`src/inc/glpc_defs.svh`:
```
/*
 * Register offsets, field positions, reset values and timing figures of the port and
 * LED block. Included by its bare name from the core.
 */
`ifndef GLPC_DEFS_SVH
`define GLPC_DEFS_SVH
`define GLPC_A_LEDEN    8'h31
`define GLPC_A_ROWDIR   8'h34
`define GLPC_A_COLDIR   8'h35
`define GLPC_A_ROWDRV   8'h36
`define GLPC_A_COLDRV   8'h37
`define GLPC_A_ROWREF   8'h38
`define GLPC_A_COLREF   8'h39
`define GLPC_A_ROWVAL   8'h3A
`define GLPC_A_COLVAL   8'h3B
`define GLPC_A_XLATE    8'h3C
`define GLPC_A_GCTL     8'h40
`define GLPC_A_DBNC     8'h42
`define GLPC_A_SINK     8'h43
`define GLPC_A_SHARED   8'h45
`define GLPC_A_TOFLAG   8'h48
`define GLPC_A_INT4     8'h50
`define GLPC_A_INT7     8'h53
`define GLPC_A_CFG4     8'h54
`define GLPC_A_CFG7     8'h57
`define GLPC_A_ROWMSK   8'h58
`define GLPC_A_COLMSK   8'h59
`define GLPC_A_ROWEDG   8'h5A
`define GLPC_A_COLEDG   8'h5B
`define GLPC_B_TOIE     5
`define GLPC_B_GEN      4
`define GLPC_B_SRST     3
`define GLPC_B_SHARED   5
`define GLPC_RST_REG    8'h00
`define GLPC_CLK_NS     40
`define GLPC_MS_NS      1000000
`define GLPC_MS_CYC     (`GLPC_MS_NS / `GLPC_CLK_NS)
`define GLPC_PWM_STEP   98
`define GLPC_DB_MIN_MS  6'h09
`define GLPC_FADE_STEPS 5'h10
`define GLPC_FADE_MS    12'h010
`define GLPC_BLINK_MS   13'h0100
`endif

```
`src/inc/glpc_pkg.sv`:
```
/*
 * Types of the port and LED block: fade modes and the packed state of the core.
 * Uses nothing from the defs header.
 */
package glpc_pkg;
    typedef enum logic [1:0] {
        FADE_NONE = 2'b00,
        FADE_IN   = 2'b01,
        FADE_OUT  = 2'b10
    } glpc_fade_e;

    typedef struct packed {
        logic [7:0]            rowDrv, colDrv, rowRef, colRef, rowDir, colDir, xlate;
        logic [3:0]            ledEn;
        logic [5:0]            gctl;
        logic [4:0]            dbSel;
        logic                  sinkSel;
        logic [7:0]            shared;
        logic [3:0][7:0]       indiv;
        logic [3:0][5:0]       ledCfg;
        logic [7:0]            rowMask, colMask, rowEdge, colEdge;
        logic [15:0]           outVal, sync1, sync2, stable, snap, busy, settled;
        logic [15:0][5:0]      dbCnt;
        logic                  portIrq, toFlag, asleep;
        logic [15:0]           msCnt;
        logic                  msTick;
        logic [7:0]            stepCnt, pwmCnt;
        logic [11:0]           blinkCnt, fadeCnt;
        logic [3:0][7:0]       duty, fBase;
        glpc_fade_e [3:0]      fMode;
        logic [3:0][4:0]       fStep;
        logic [3:0]            dark;
        logic [7:0]            rdData;
        logic [7:0]            rowOut, rowOeN, colOut, colOeN;
    } glpc_state_s;
endpackage

```
`src/rtl/glpc_core.sv`:
```
/*
 * Sixteen general ports with debounce, edge events, level translators and four
 * PWM LED drivers with blink and fade, behind the register port of the serial slave.
 * Assumes the serial engine runs on ref_clk and gives one-cycle read and write strobes.
 */
// Behaviour
// - Output-mode bit 0 drives open-drain, 1 drives push-pull, per port.
// - Supply-select bit picks main supply at 0, alternate logic rail at 1.
// - Value registers hold debounced levels; a new input waits one debounce period.
// - Written value sets output level; outputs read back as zero.
// - Translator bit n links column n and row n; column direction picks way.
// - Global control: bus-timeout interrupt enable, port enable, soft reset.
// - Five-bit field selects 32 debounce times from 9 ms to 40 ms.
// - Bit 0 picks low or high sink current for LED ports only.
// - Intensity 0x00-0xFE sinks that many of 256 steps; 0xFF sinks always.
// - New intensity takes effect at the next PWM cycle start, or at once when written during a fade-in; a new shared value takes effect one cycle later.
// - Bit 5 of LED setup picks shared or individual intensity.
// - Bits 4:2 choose blink period, bits 1:0 choose blink on-time.
// - Timeout flag in bit 0; reading it clears the timeout interrupt.
// - Mask bit 0 lets port events raise the interrupt, 1 blocks them.
// - Port interrupt stays until value registers are read; later events only update.
// - Events during a serial read are held and latched after it.
// - Events only on inputs; edge bit 0 rising only, 1 both edges.
// - Level sampled at transition and after debounce time; stable unmasked raises event.
// - Sleep is refused while ports or LEDs enabled; sleep stops the timers.
// - Non-zero fade time enables 16-step fades in and out.
// - Shared intensity to or from zero fades shared-intensity ports out or in.
// - Waking fades LEDs in; intensity write during fade-in outputs it at once.
// - Sleeping fades LEDs out; intensity write during fade-out turns port off.
// - Blink periods 256 ms to 4.096 s; on-time 50, 25, 12.5, 6.25 percent.
// - Shared-intensity ports copy the shared value at each PWM cycle start.
`timescale 1ns/1ps
`include "glpc_defs.svh"
module glpc_core #(
    parameter int         CYC_PER_MS   = `GLPC_MS_CYC,
    parameter logic [7:0] PWM_STEP_CYC = 8'(`GLPC_PWM_STEP)
) (
    input  wire logic       ref_clk,
    input  wire logic       rst,
    input  wire logic [7:0] regAddr,
    input  wire logic       regWrEn,
    input  wire logic [7:0] regWrData,
    input  wire logic       regRdEn,
    output logic      [7:0] regRdData,
    input  wire logic       serialReadActive,
    input  wire logic       busTimeout,
    input  wire logic       sleepRequest,
    output logic            sleepActive,
    input  wire logic [7:0] rowIn,
    input  wire logic [7:0] colIn,
    output logic      [7:0] rowOut,
    output logic      [7:0] rowOe_n,
    output logic      [7:0] colOut,
    output logic      [7:0] colOe_n,
    output logic      [7:0] rowRefAlt,
    output logic      [7:0] colRefAlt,
    output logic            sinkHigh,
    output logic            interruptReq
);
    glpc_pkg::glpc_state_s st_r;
    glpc_pkg::glpc_state_s st_nxt;

    function automatic logic [7:0] scale(input logic [7:0] base, input logic [4:0] step);
        logic [12:0] p;
        p = base * step;
        return p[11:4];
    endfunction

    always_comb begin
        logic [15:0] dir, isOut, drv, lvl, edgeSel, mask, drvVal;
        logic [5:0]  dbLen;
        logic [2:0]  fSh, bSh;
        logic [11:0] fLim, phase;
        logic [12:0] per, onLen;
        logic        stepTick, pwmStart, fadeTick, wake, sleepNow, gEn, rdVal;
        logic        trigIn, trigOut, sinkOn, blinkOn;
        int          k;
        {dir, isOut, drv, lvl, edgeSel, mask, drvVal} = '0;
        {dbLen, fSh, bSh, fLim, phase, per, onLen} = '0;
        {stepTick, pwmStart, fadeTick, wake, sleepNow, gEn, rdVal} = '0;
        {trigIn, trigOut, sinkOn, blinkOn} = '0;
        k = 0;
        st_nxt = st_r;
        st_nxt.sync1 = {colIn, rowIn};
        st_nxt.sync2 = st_r.sync1;
        gEn = st_r.gctl[`GLPC_B_GEN];
        st_nxt.asleep = sleepRequest & ~gEn & ~(|st_r.ledEn);
        sleepNow = st_nxt.asleep & ~st_r.asleep;
        wake = ~st_nxt.asleep & st_r.asleep;
        st_nxt.msTick = 1'b0;
        stepTick = 1'b0;
        if (!st_r.asleep) begin
            st_nxt.msCnt = st_r.msCnt + 16'h0001;
            if (st_r.msCnt == 16'(CYC_PER_MS - 1)) begin
                st_nxt.msCnt = 16'h0000;
                st_nxt.msTick = 1'b1;
            end
            st_nxt.stepCnt = st_r.stepCnt + 8'h01;
            if (st_r.stepCnt == PWM_STEP_CYC - 8'h01) begin
                st_nxt.stepCnt = 8'h00;
                stepTick = 1'b1;
            end
        end
        if (stepTick) begin
            st_nxt.pwmCnt = st_r.pwmCnt + 8'h01;
        end
        pwmStart = stepTick & (st_r.pwmCnt == 8'hFF);
        if (st_r.msTick) begin
            st_nxt.blinkCnt = st_r.blinkCnt + 12'h001;
        end
        fSh = (st_r.gctl[2:0] > 3'h5) ? 3'h4 : st_r.gctl[2:0] - 3'h1;
        fLim = `GLPC_FADE_MS << fSh;
        fadeTick = 1'b0;
        if (st_r.msTick) begin
            st_nxt.fadeCnt = st_r.fadeCnt + 12'h001;
            if (st_nxt.fadeCnt >= fLim) begin
                st_nxt.fadeCnt = 12'h000;
                fadeTick = st_r.gctl[2:0] != 3'h0;
            end
        end
        // Timeout flag, set wins over read clear.
        if (regRdEn && regAddr == `GLPC_A_TOFLAG) begin
            st_nxt.toFlag = 1'b0;
        end
        if (busTimeout && !st_r.asleep) begin
            st_nxt.toFlag = 1'b1;
        end
        if (regRdEn && (regAddr == `GLPC_A_ROWVAL || regAddr == `GLPC_A_COLVAL)) begin
            st_nxt.portIrq = 1'b0;
        end
        dir = {st_r.colDir, st_r.rowDir};
        isOut = {st_r.xlate & st_r.colDir, st_r.xlate & ~st_r.colDir} | dir;
        isOut = isOut & ~{st_r.xlate & ~st_r.colDir, st_r.xlate & st_r.colDir};
        drv = {st_r.colDrv, st_r.rowDrv};
        lvl = st_r.sync2;
        drvVal = st_r.outVal;
        for (k = 0; k < 8; k++) begin
            if (st_r.xlate[k]) begin
                drvVal[k] = lvl[k + 8];
                drvVal[k + 8] = lvl[k];
            end
        end
        edgeSel = {st_r.colEdge, st_r.rowEdge};
        mask = {st_r.colMask, st_r.rowMask};
        dbLen = `GLPC_DB_MIN_MS + {1'b0, st_r.dbSel};
        for (k = 0; k < 16; k++) begin
            if (st_r.msTick && st_r.dbCnt[k] < dbLen) begin
                st_nxt.dbCnt[k] = st_r.dbCnt[k] + 6'h01;
            end
            if (isOut[k]) begin
                st_nxt.settled[k] = 1'b0;
                st_nxt.busy[k] = 1'b0;
                st_nxt.dbCnt[k] = 6'h00;
            end else if (!st_r.settled[k]) begin
                if (st_r.dbCnt[k] >= dbLen) begin
                    st_nxt.settled[k] = 1'b1;
                    st_nxt.stable[k] = lvl[k];
                end
            end else if (!st_r.busy[k]) begin
                if (lvl[k] != st_r.stable[k]) begin
                    st_nxt.busy[k] = 1'b1;
                    st_nxt.snap[k] = lvl[k];
                    st_nxt.dbCnt[k] = 6'h00;
                end
            end else if (st_r.dbCnt[k] >= dbLen) begin
                if (lvl[k] != st_r.snap[k]) begin
                    st_nxt.busy[k] = 1'b0;
                end else if (!serialReadActive) begin
                    st_nxt.busy[k] = 1'b0;
                    st_nxt.stable[k] = lvl[k];
                    if (!mask[k] && (lvl[k] || edgeSel[k])) begin
                        st_nxt.portIrq = 1'b1;
                    end
                end
            end
        end
        // Shared copy; duty latched at cycle start.
        for (k = 0; k < 4; k++) begin
            if (pwmStart) begin
                if (st_r.ledCfg[k][`GLPC_B_SHARED]) begin
                    st_nxt.indiv[k] = st_r.shared;
                end
                case (st_r.fMode[k])
                    glpc_pkg::FADE_IN:  st_nxt.duty[k] = scale(st_r.indiv[k], st_r.fStep[k]);
                    glpc_pkg::FADE_OUT: st_nxt.duty[k] =
                        scale(st_r.fBase[k], `GLPC_FADE_STEPS - st_r.fStep[k]);
                    default:            st_nxt.duty[k] = st_r.dark[k] ? 8'h00 : st_r.indiv[k];
                endcase
            end
            if (fadeTick && st_r.fMode[k] != glpc_pkg::FADE_NONE) begin
                st_nxt.fStep[k] = st_r.fStep[k] + 5'h01;
                if (st_nxt.fStep[k] == `GLPC_FADE_STEPS) begin
                    st_nxt.dark[k] = st_r.fMode[k] == glpc_pkg::FADE_OUT;
                    st_nxt.fMode[k] = glpc_pkg::FADE_NONE;
                end
            end
            // Sleep, wake, or shared value to or from zero.
            trigOut = sleepNow;
            trigIn = wake;
            if (regWrEn && regAddr == `GLPC_A_SHARED && st_r.ledCfg[k][`GLPC_B_SHARED]) begin
                trigOut = trigOut | (st_r.shared != 8'h00 && regWrData == 8'h00);
                trigIn = trigIn | (st_r.shared == 8'h00 && regWrData != 8'h00);
            end
            if (trigIn) begin
                st_nxt.dark[k] = 1'b0;
                if (st_r.gctl[2:0] != 3'h0) begin
                    st_nxt.fMode[k] = glpc_pkg::FADE_IN;
                    st_nxt.fStep[k] = 5'h00;
                end
            end else if (trigOut) begin
                if (st_r.gctl[2:0] != 3'h0) begin
                    st_nxt.fMode[k] = glpc_pkg::FADE_OUT;
                    st_nxt.fStep[k] = 5'h00;
                    st_nxt.fBase[k] = st_r.duty[k];
                end else begin
                    st_nxt.dark[k] = 1'b1;
                end
            end
        end
        // Register writes.
        if (regWrEn) begin
            case (regAddr)
                `GLPC_A_LEDEN:  st_nxt.ledEn = regWrData[3:0];
                `GLPC_A_ROWDIR: st_nxt.rowDir = regWrData;
                `GLPC_A_COLDIR: st_nxt.colDir = regWrData;
                `GLPC_A_ROWDRV: st_nxt.rowDrv = regWrData;
                `GLPC_A_COLDRV: st_nxt.colDrv = regWrData;
                `GLPC_A_ROWREF: st_nxt.rowRef = regWrData;
                `GLPC_A_COLREF: st_nxt.colRef = regWrData;
                `GLPC_A_ROWVAL: st_nxt.outVal[7:0] = regWrData;
                `GLPC_A_COLVAL: st_nxt.outVal[15:8] = regWrData;
                `GLPC_A_XLATE:  st_nxt.xlate = regWrData;
                `GLPC_A_GCTL:   st_nxt.gctl = {regWrData[5:4], 1'b0, regWrData[2:0]};
                `GLPC_A_DBNC:   st_nxt.dbSel = regWrData[4:0];
                `GLPC_A_SINK:   st_nxt.sinkSel = regWrData[0];
                `GLPC_A_SHARED: st_nxt.shared = regWrData;
                `GLPC_A_ROWMSK: st_nxt.rowMask = regWrData;
                `GLPC_A_COLMSK: st_nxt.colMask = regWrData;
                `GLPC_A_ROWEDG: st_nxt.rowEdge = regWrData;
                `GLPC_A_COLEDG: st_nxt.colEdge = regWrData;
                default: begin
                end
            endcase
            for (k = 0; k < 4; k++) begin
                if (regAddr == `GLPC_A_INT4 + 8'(k)) begin
                    st_nxt.indiv[k] = regWrData;
                    if (st_r.fMode[k] == glpc_pkg::FADE_IN) begin
                        st_nxt.duty[k] = regWrData;
                    end else if (st_r.fMode[k] == glpc_pkg::FADE_OUT) begin
                        st_nxt.duty[k] = 8'h00;
                    end
                    st_nxt.dark[k] = st_r.fMode[k] == glpc_pkg::FADE_OUT;
                    st_nxt.fMode[k] = glpc_pkg::FADE_NONE;
                end
                if (regAddr == `GLPC_A_CFG4 + 8'(k)) begin
                    st_nxt.ledCfg[k] = regWrData[5:0];
                end
            end
            // Soft reset of the port and LED set.
            if (regAddr == `GLPC_A_GCTL && regWrData[`GLPC_B_SRST]) begin
                st_nxt.ledEn = 4'h0;
                {st_nxt.rowDir, st_nxt.colDir, st_nxt.rowDrv, st_nxt.colDrv} = '0;
                {st_nxt.rowRef, st_nxt.colRef, st_nxt.xlate, st_nxt.shared} = '0;
                {st_nxt.rowMask, st_nxt.colMask, st_nxt.rowEdge, st_nxt.colEdge} = '0;
                st_nxt.gctl = 6'(`GLPC_RST_REG);
                st_nxt.dbSel = 5'h00;
                st_nxt.sinkSel = 1'b0;
                st_nxt.outVal = 16'h0000;
                st_nxt.indiv = '0;
                st_nxt.ledCfg = '0;
            end
        end
        // Read data; outputs read as zero.
        if (regRdEn) begin
            case (regAddr)
                `GLPC_A_LEDEN:  st_nxt.rdData = {4'h0, st_r.ledEn};
                `GLPC_A_ROWDIR: st_nxt.rdData = st_r.rowDir;
                `GLPC_A_COLDIR: st_nxt.rdData = st_r.colDir;
                `GLPC_A_ROWDRV: st_nxt.rdData = st_r.rowDrv;
                `GLPC_A_COLDRV: st_nxt.rdData = st_r.colDrv;
                `GLPC_A_ROWREF: st_nxt.rdData = st_r.rowRef;
                `GLPC_A_COLREF: st_nxt.rdData = st_r.colRef;
                `GLPC_A_ROWVAL: st_nxt.rdData = st_r.stable[7:0] & ~isOut[7:0];
                `GLPC_A_COLVAL: st_nxt.rdData = st_r.stable[15:8] & ~isOut[15:8];
                `GLPC_A_XLATE:  st_nxt.rdData = st_r.xlate;
                `GLPC_A_GCTL:   st_nxt.rdData = {2'h0, st_r.gctl};
                `GLPC_A_DBNC:   st_nxt.rdData = {3'h0, st_r.dbSel};
                `GLPC_A_SINK:   st_nxt.rdData = {7'h00, st_r.sinkSel};
                `GLPC_A_SHARED: st_nxt.rdData = st_r.shared;
                `GLPC_A_TOFLAG: st_nxt.rdData = {7'h00, st_r.toFlag};
                `GLPC_A_ROWMSK: st_nxt.rdData = st_r.rowMask;
                `GLPC_A_COLMSK: st_nxt.rdData = st_r.colMask;
                `GLPC_A_ROWEDG: st_nxt.rdData = st_r.rowEdge;
                `GLPC_A_COLEDG: st_nxt.rdData = st_r.colEdge;
                default:        st_nxt.rdData = 8'h00;
            endcase
            for (k = 0; k < 4; k++) begin
                if (regAddr == `GLPC_A_INT4 + 8'(k)) begin
                    st_nxt.rdData = st_r.indiv[k];
                end
                if (regAddr == `GLPC_A_CFG4 + 8'(k)) begin
                    st_nxt.rdData = {2'h0, st_r.ledCfg[k]};
                end
            end
        end
        for (k = 0; k < 16; k++) begin
            rdVal = 1'b1;
            if (!gEn) begin
                rdVal = 1'b1;
            end else if (isOut[k]) begin
                rdVal = drv[k] ? 1'b0 : drvVal[k];
            end
            if (k < 8) begin
                st_nxt.rowOut[k] = gEn & isOut[k] & drv[k] & drvVal[k];
                st_nxt.rowOeN[k] = rdVal;
            end else begin
                st_nxt.colOut[k - 8] = gEn & isOut[k] & drv[k] & drvVal[k];
                st_nxt.colOeN[k - 8] = rdVal;
            end
        end
        for (k = 0; k < 4; k++) begin
            bSh = (st_r.ledCfg[k][4:2] > 3'h5) ? 3'h4 : st_r.ledCfg[k][4:2] - 3'h1;
            per = `GLPC_BLINK_MS << bSh;
            phase = st_r.blinkCnt & 12'(per - 13'h0001);
            onLen = per >> ({1'b0, st_r.ledCfg[k][1:0]} + 3'h1);
            blinkOn = (st_r.ledCfg[k][4:2] == 3'h0) || ({1'b0, phase} < onLen);
            sinkOn = (st_r.duty[k] == 8'hFF) || (st_r.pwmCnt < st_r.duty[k]);
            if (gEn && st_r.ledEn[k]) begin
                st_nxt.colOut[k + 4] = 1'b0;
                st_nxt.colOeN[k + 4] = ~(sinkOn & blinkOn);
            end
        end
    end

    always_ff @(posedge ref_clk or posedge rst) begin
        if (rst) begin
            st_r <= '0;
            st_r.rowOeN <= 8'hFF;
            st_r.colOeN <= 8'hFF;
        end else begin
            st_r <= st_nxt;
        end
    end

    assign regRdData = st_r.rdData;
    assign sleepActive = st_r.asleep;
    assign rowOut = st_r.rowOut;
    assign rowOe_n = st_r.rowOeN;
    assign colOut = st_r.colOut;
    assign colOe_n = st_r.colOeN;
    assign rowRefAlt = st_r.rowRef;
    assign colRefAlt = st_r.colRef;
    assign sinkHigh = st_r.sinkSel;
    assign interruptReq = st_r.portIrq | (st_r.toFlag & st_r.gctl[`GLPC_B_TOIE]);
endmodule

```
`config.mk`:
```
export PLATFORM = sky130hd
export DESIGN_NAME = glpc_core
export DESIGN_NICKNAME = d
export VERILOG_FILES = /design/src/inc/glpc_pkg.sv /design/src/rtl/glpc_core.sv
export VERILOG_INCLUDE_DIRS = /design/src /design/src/inc
export SDC_FILE = /design/constraint.sdc
export NUM_CORES = 2
export LEC_CHECK = 0
export BUFFER_PORTS_ARGS = -buffer_cell sky130_fd_sc_hd__buf_2
export CAP_MARGIN = 20
export CORE_ASPECT_RATIO = 0.6
export CORE_UTILIZATION = 50
export CTS_BUF_LIST = sky130_fd_sc_hd__clkbuf_8 sky130_fd_sc_hd__clkbuf_16
export DETAILED_ROUTE_END_ITERATION = 8
export PLACE_DENSITY = 0.7
export SYNTH_ARGS = -nofsm -noshare
export SYNTH_HDL_FRONTEND = slang
export SYNTH_SLANG_ARGS = --single-unit
```
`constraint.sdc`:
```
create_clock -name ref_clk -period 35 [get_ports ref_clk]
set_input_delay 7 -clock ref_clk [delete_from_list [all_inputs] [get_ports ref_clk]]
set_output_delay 7 -clock ref_clk [all_outputs]
set_load 0.02 [all_outputs]
```
==> results.json <==
{
  "die_w_um": 376,
  "crit_slowest_cell": "nor2_1",
  "wl_per_cell_um": 22.4,
  "antenna_found_initial": 6,
  "grt_pass1_wl_um": 200000,
  "row_count": 81,
  "yosysWarnings": 0,
  "cts-root-buf": "clkbuf_16",
  "place_congestion": 1.01,
  "period_minus_slack_ps": 9920,
  "hpwl_um": 97100,
  "tightest_slew_ps": 1190,
  "syn_to_final_growth_pct": 7.19,
  "totalWireLength_um": 129000,
  "status": "finished, final reports clean",
  "avgSynthCellArea_um2": 9.01,
  "drv_cap": 0,
  "nets": 5108,
  "max_freq_mhz": 101,
  "clkSinkCount": 571,
  "final_common_cell": "nand2_1",
  "numPortBuffers": 97,
  "critPathArrivalTime_ps": 10440,
  "skew_ps": 24.2,
  "ys_seq_area_share_pct": 34.1,
  "criticalPathCategory": "in -> reg",
  "placed_cells": 5664,
  "hold_viol": 0,
  "drc_errors": 0,
  "hold_path_class": "reg -> reg",
  "period_share_pct": 28.3,
  "initial_core_util_pct": 51.0,
  "ant_nets": 0,
  "path_max_fanout": 18,
  "grt_max_degree": 170,
  "p_total_w": 0.00258,
  "cts_tree": "built",
  "synth-seq-cells": 571,
  "final.setup.tns_ps": 0,
  "cts_hold_buf": 0,
  "synth_area_um2": 42000,
  "die_h_um": 226,
  "ioPinCount": 98,
  "gr-total-overflow": 0,
  "clk_path_buf_depth": 3,
  "layout_common_cells": "nand2_1 (592), dfrtp_1 (555), ha_1 (339)",
  "peakVddDrop_uv": 51.7,
  "coreArea_um2": 82300,
  "clock_latency_ps": 650,
  "htreeDepth": 2,
  "drv_slew": 0,
  "end_kind": "flop",
  "setup_violations": 0,
  "cp-start-kind": "input port",
  "track_usage_pct": 30.4,
  "clk_pin_slew_ps": 70,
  "async_flop_share_pct": 100,
  "path_cells": "buf_2 > nor2b_1 > and3_1 > nand2_2 > nor2_1 > a21oi_1 > or2_2 > nor2_4 > mux2_2",
  "first_pass_iters": 6,
  "synthCells": 4657,
  "cts_resized": 0,
  "instances_no_fill": 5772,
  "synth_fp_nets": 5163,
  "power_density_nw_per_um2": 57.3,
  "rsz0062_at_grt": "false",
  "synth_flop_cell": "dfrtp_1",
  "leakagePower_nw": 20.7,
  "dieArea_um2": 85200,
  "viasPerCell": 6.15,
  "vias": 35500,
  "cts_setup_buffers": 0,
  "ys_types": 93,
  "max_stage_delay_ps": 550,
  "synth-edff-count": 0,
  "slew_headroom_pct": 20.5,
  "cts_buffers": 55,
  "critPathRequiredTime_ps": 35520,
  "grt_pass1_vias": 33000,
  "drt_iter0_drc": 4163,
  "drive_gt1_share_pct": 8.80
}
[worst max-delay path: cells and delay by family]
| family | cells | cell delay, ps |
|---|---|---|
| simple gates | 6 | 2500 |
| buf+inv | 1 | 300 |
| compound gates | 1 | 260 |
| mux | 1 | 370 |
[Yosys cell counts (30+ instances only)]
cell type	count	share of area [%]
a21o_1	31	0.55
and3_1	56	0.83
xnor2_1	157	3.3
nor2b_1	30	0.45
nor2_1	309	2.8
inv_1	322	2.9
fa_1	128	6.1
xor2_1	141	2.9
a211oi_1	43	0.77
dfrtp_1	555	33
o21ai_0	310	3.7
ha_1	339	10
and2_1	140	2.1
nand2_1	593	5.3
mux2i_1	47	1.1
nor3_1	47	0.56
a21oi_1	185	2.2
mux2_2	48	1.3
o21ai_1	38	0.45
clkbuf_1	171	1.5
a32oi_1	39	0.81
a22oi_1	42	0.75
buf_4	58	1.0
nand4_1	85	1.3
o211ai_1	33	0.59
nand2b_1	31	0.46
nand3_1	183	2.2
[sequential cells by signal (all words and copies together) (netlist names)]
register and flops:
st_nxt 16, st_r 497, sinkHigh 1, colOut 8, colOe_n 8, rowRefAlt 8
regRdData 8, rowOut 8, sleepActive 1, colRefAlt 8, rowOe_n 8
[kinds of logic (layout without fill, tap and decap cells)]
group	Yosys count	after routing	share of synthesized area (%)
xor gates and xnor gates	303	303	6.45
buffers and inverters	579	570	5.75
AOI/OAI and AO/OA	979	979	15.4
DFF	571	571	34.1
muxes	103	103	2.62
and+or+nand+nor	1617	1617	18.5
adders and majority gates	505	505	17.2
other	0	4	0
[worst paths after layout]
path / start / to / slack (ps) / depth (start not counted)
max reg2reg: st_r[54]$_DFF_PP0_ / st_r[124]$_DFF_PP0_ / 29010 / 18
min: st_nxt[357]$_DFF_PP0_ / st_r[357]$_DFF_PP0_ / 350 / 0
max: regAddr[2] / st_r[80]$_DFFE_PP0P_ / 25080 / 9
min reg2reg: st_nxt[357]$_DFF_PP0_ / st_r[357]$_DFF_PP0_ / 350 / 0
max in group asynchronous: rst / st_r[175]$_DFFE_PP0N_ / 26240 / 4
min in group asynchronous: rst / st_r[269]$_DFF_PP0_ / 6500 / 2
[cell type report]
type,instances,area (um2)
antenna,4,10.0
clock buffer,67,1540
clock inverter,36,343
fill,7454,37300
inverter,323,1220
multi-input combinational,3507,25300
sequential,571,14300
tap,1120,1400
timing repair buffer,144,871
[layer usage]
| layer | share of wire, % | global-route usage, % | up-vias |
|---|---|---|---|
| met5 | 0.020 | 0 | - |
| met4 | 2.0 | 6.35 | 4 |
| met3 | 15 | 12.6 | 194 |
| met2 | 36 | 37.8 | 1832 |
| met1 | 47 | 47.4 | 17300 |
| li1 | - | - | 16100 |
[power breakdown]
| part | internal [W] | switching, W | leakage (nW) |
|---|---|---|---|
| Sequential | 0.000710 | 0.000123 | 7.50 |
| Clock | 0.000346 | 0.000289 | 0.933 |
| Combinational | 0.000434 | 0.000677 | 12.3 |
| Total | 0.00149 | 0.00109 | 20.7 |
[through the flow]
step	util [%]	hold WS (ps)	area, um2	setup WS, ps
floorplan	-	331	42000	12050
global placement	52.4	333	43100	24660
detailed placement	52.4	335	43100	24610
finish	54.7	348	45000	25080
global route	54.7	357	45000	25020
CTS	54.6	349	45000	25240
Note: power is estimated with default switching activity, not from simulation.
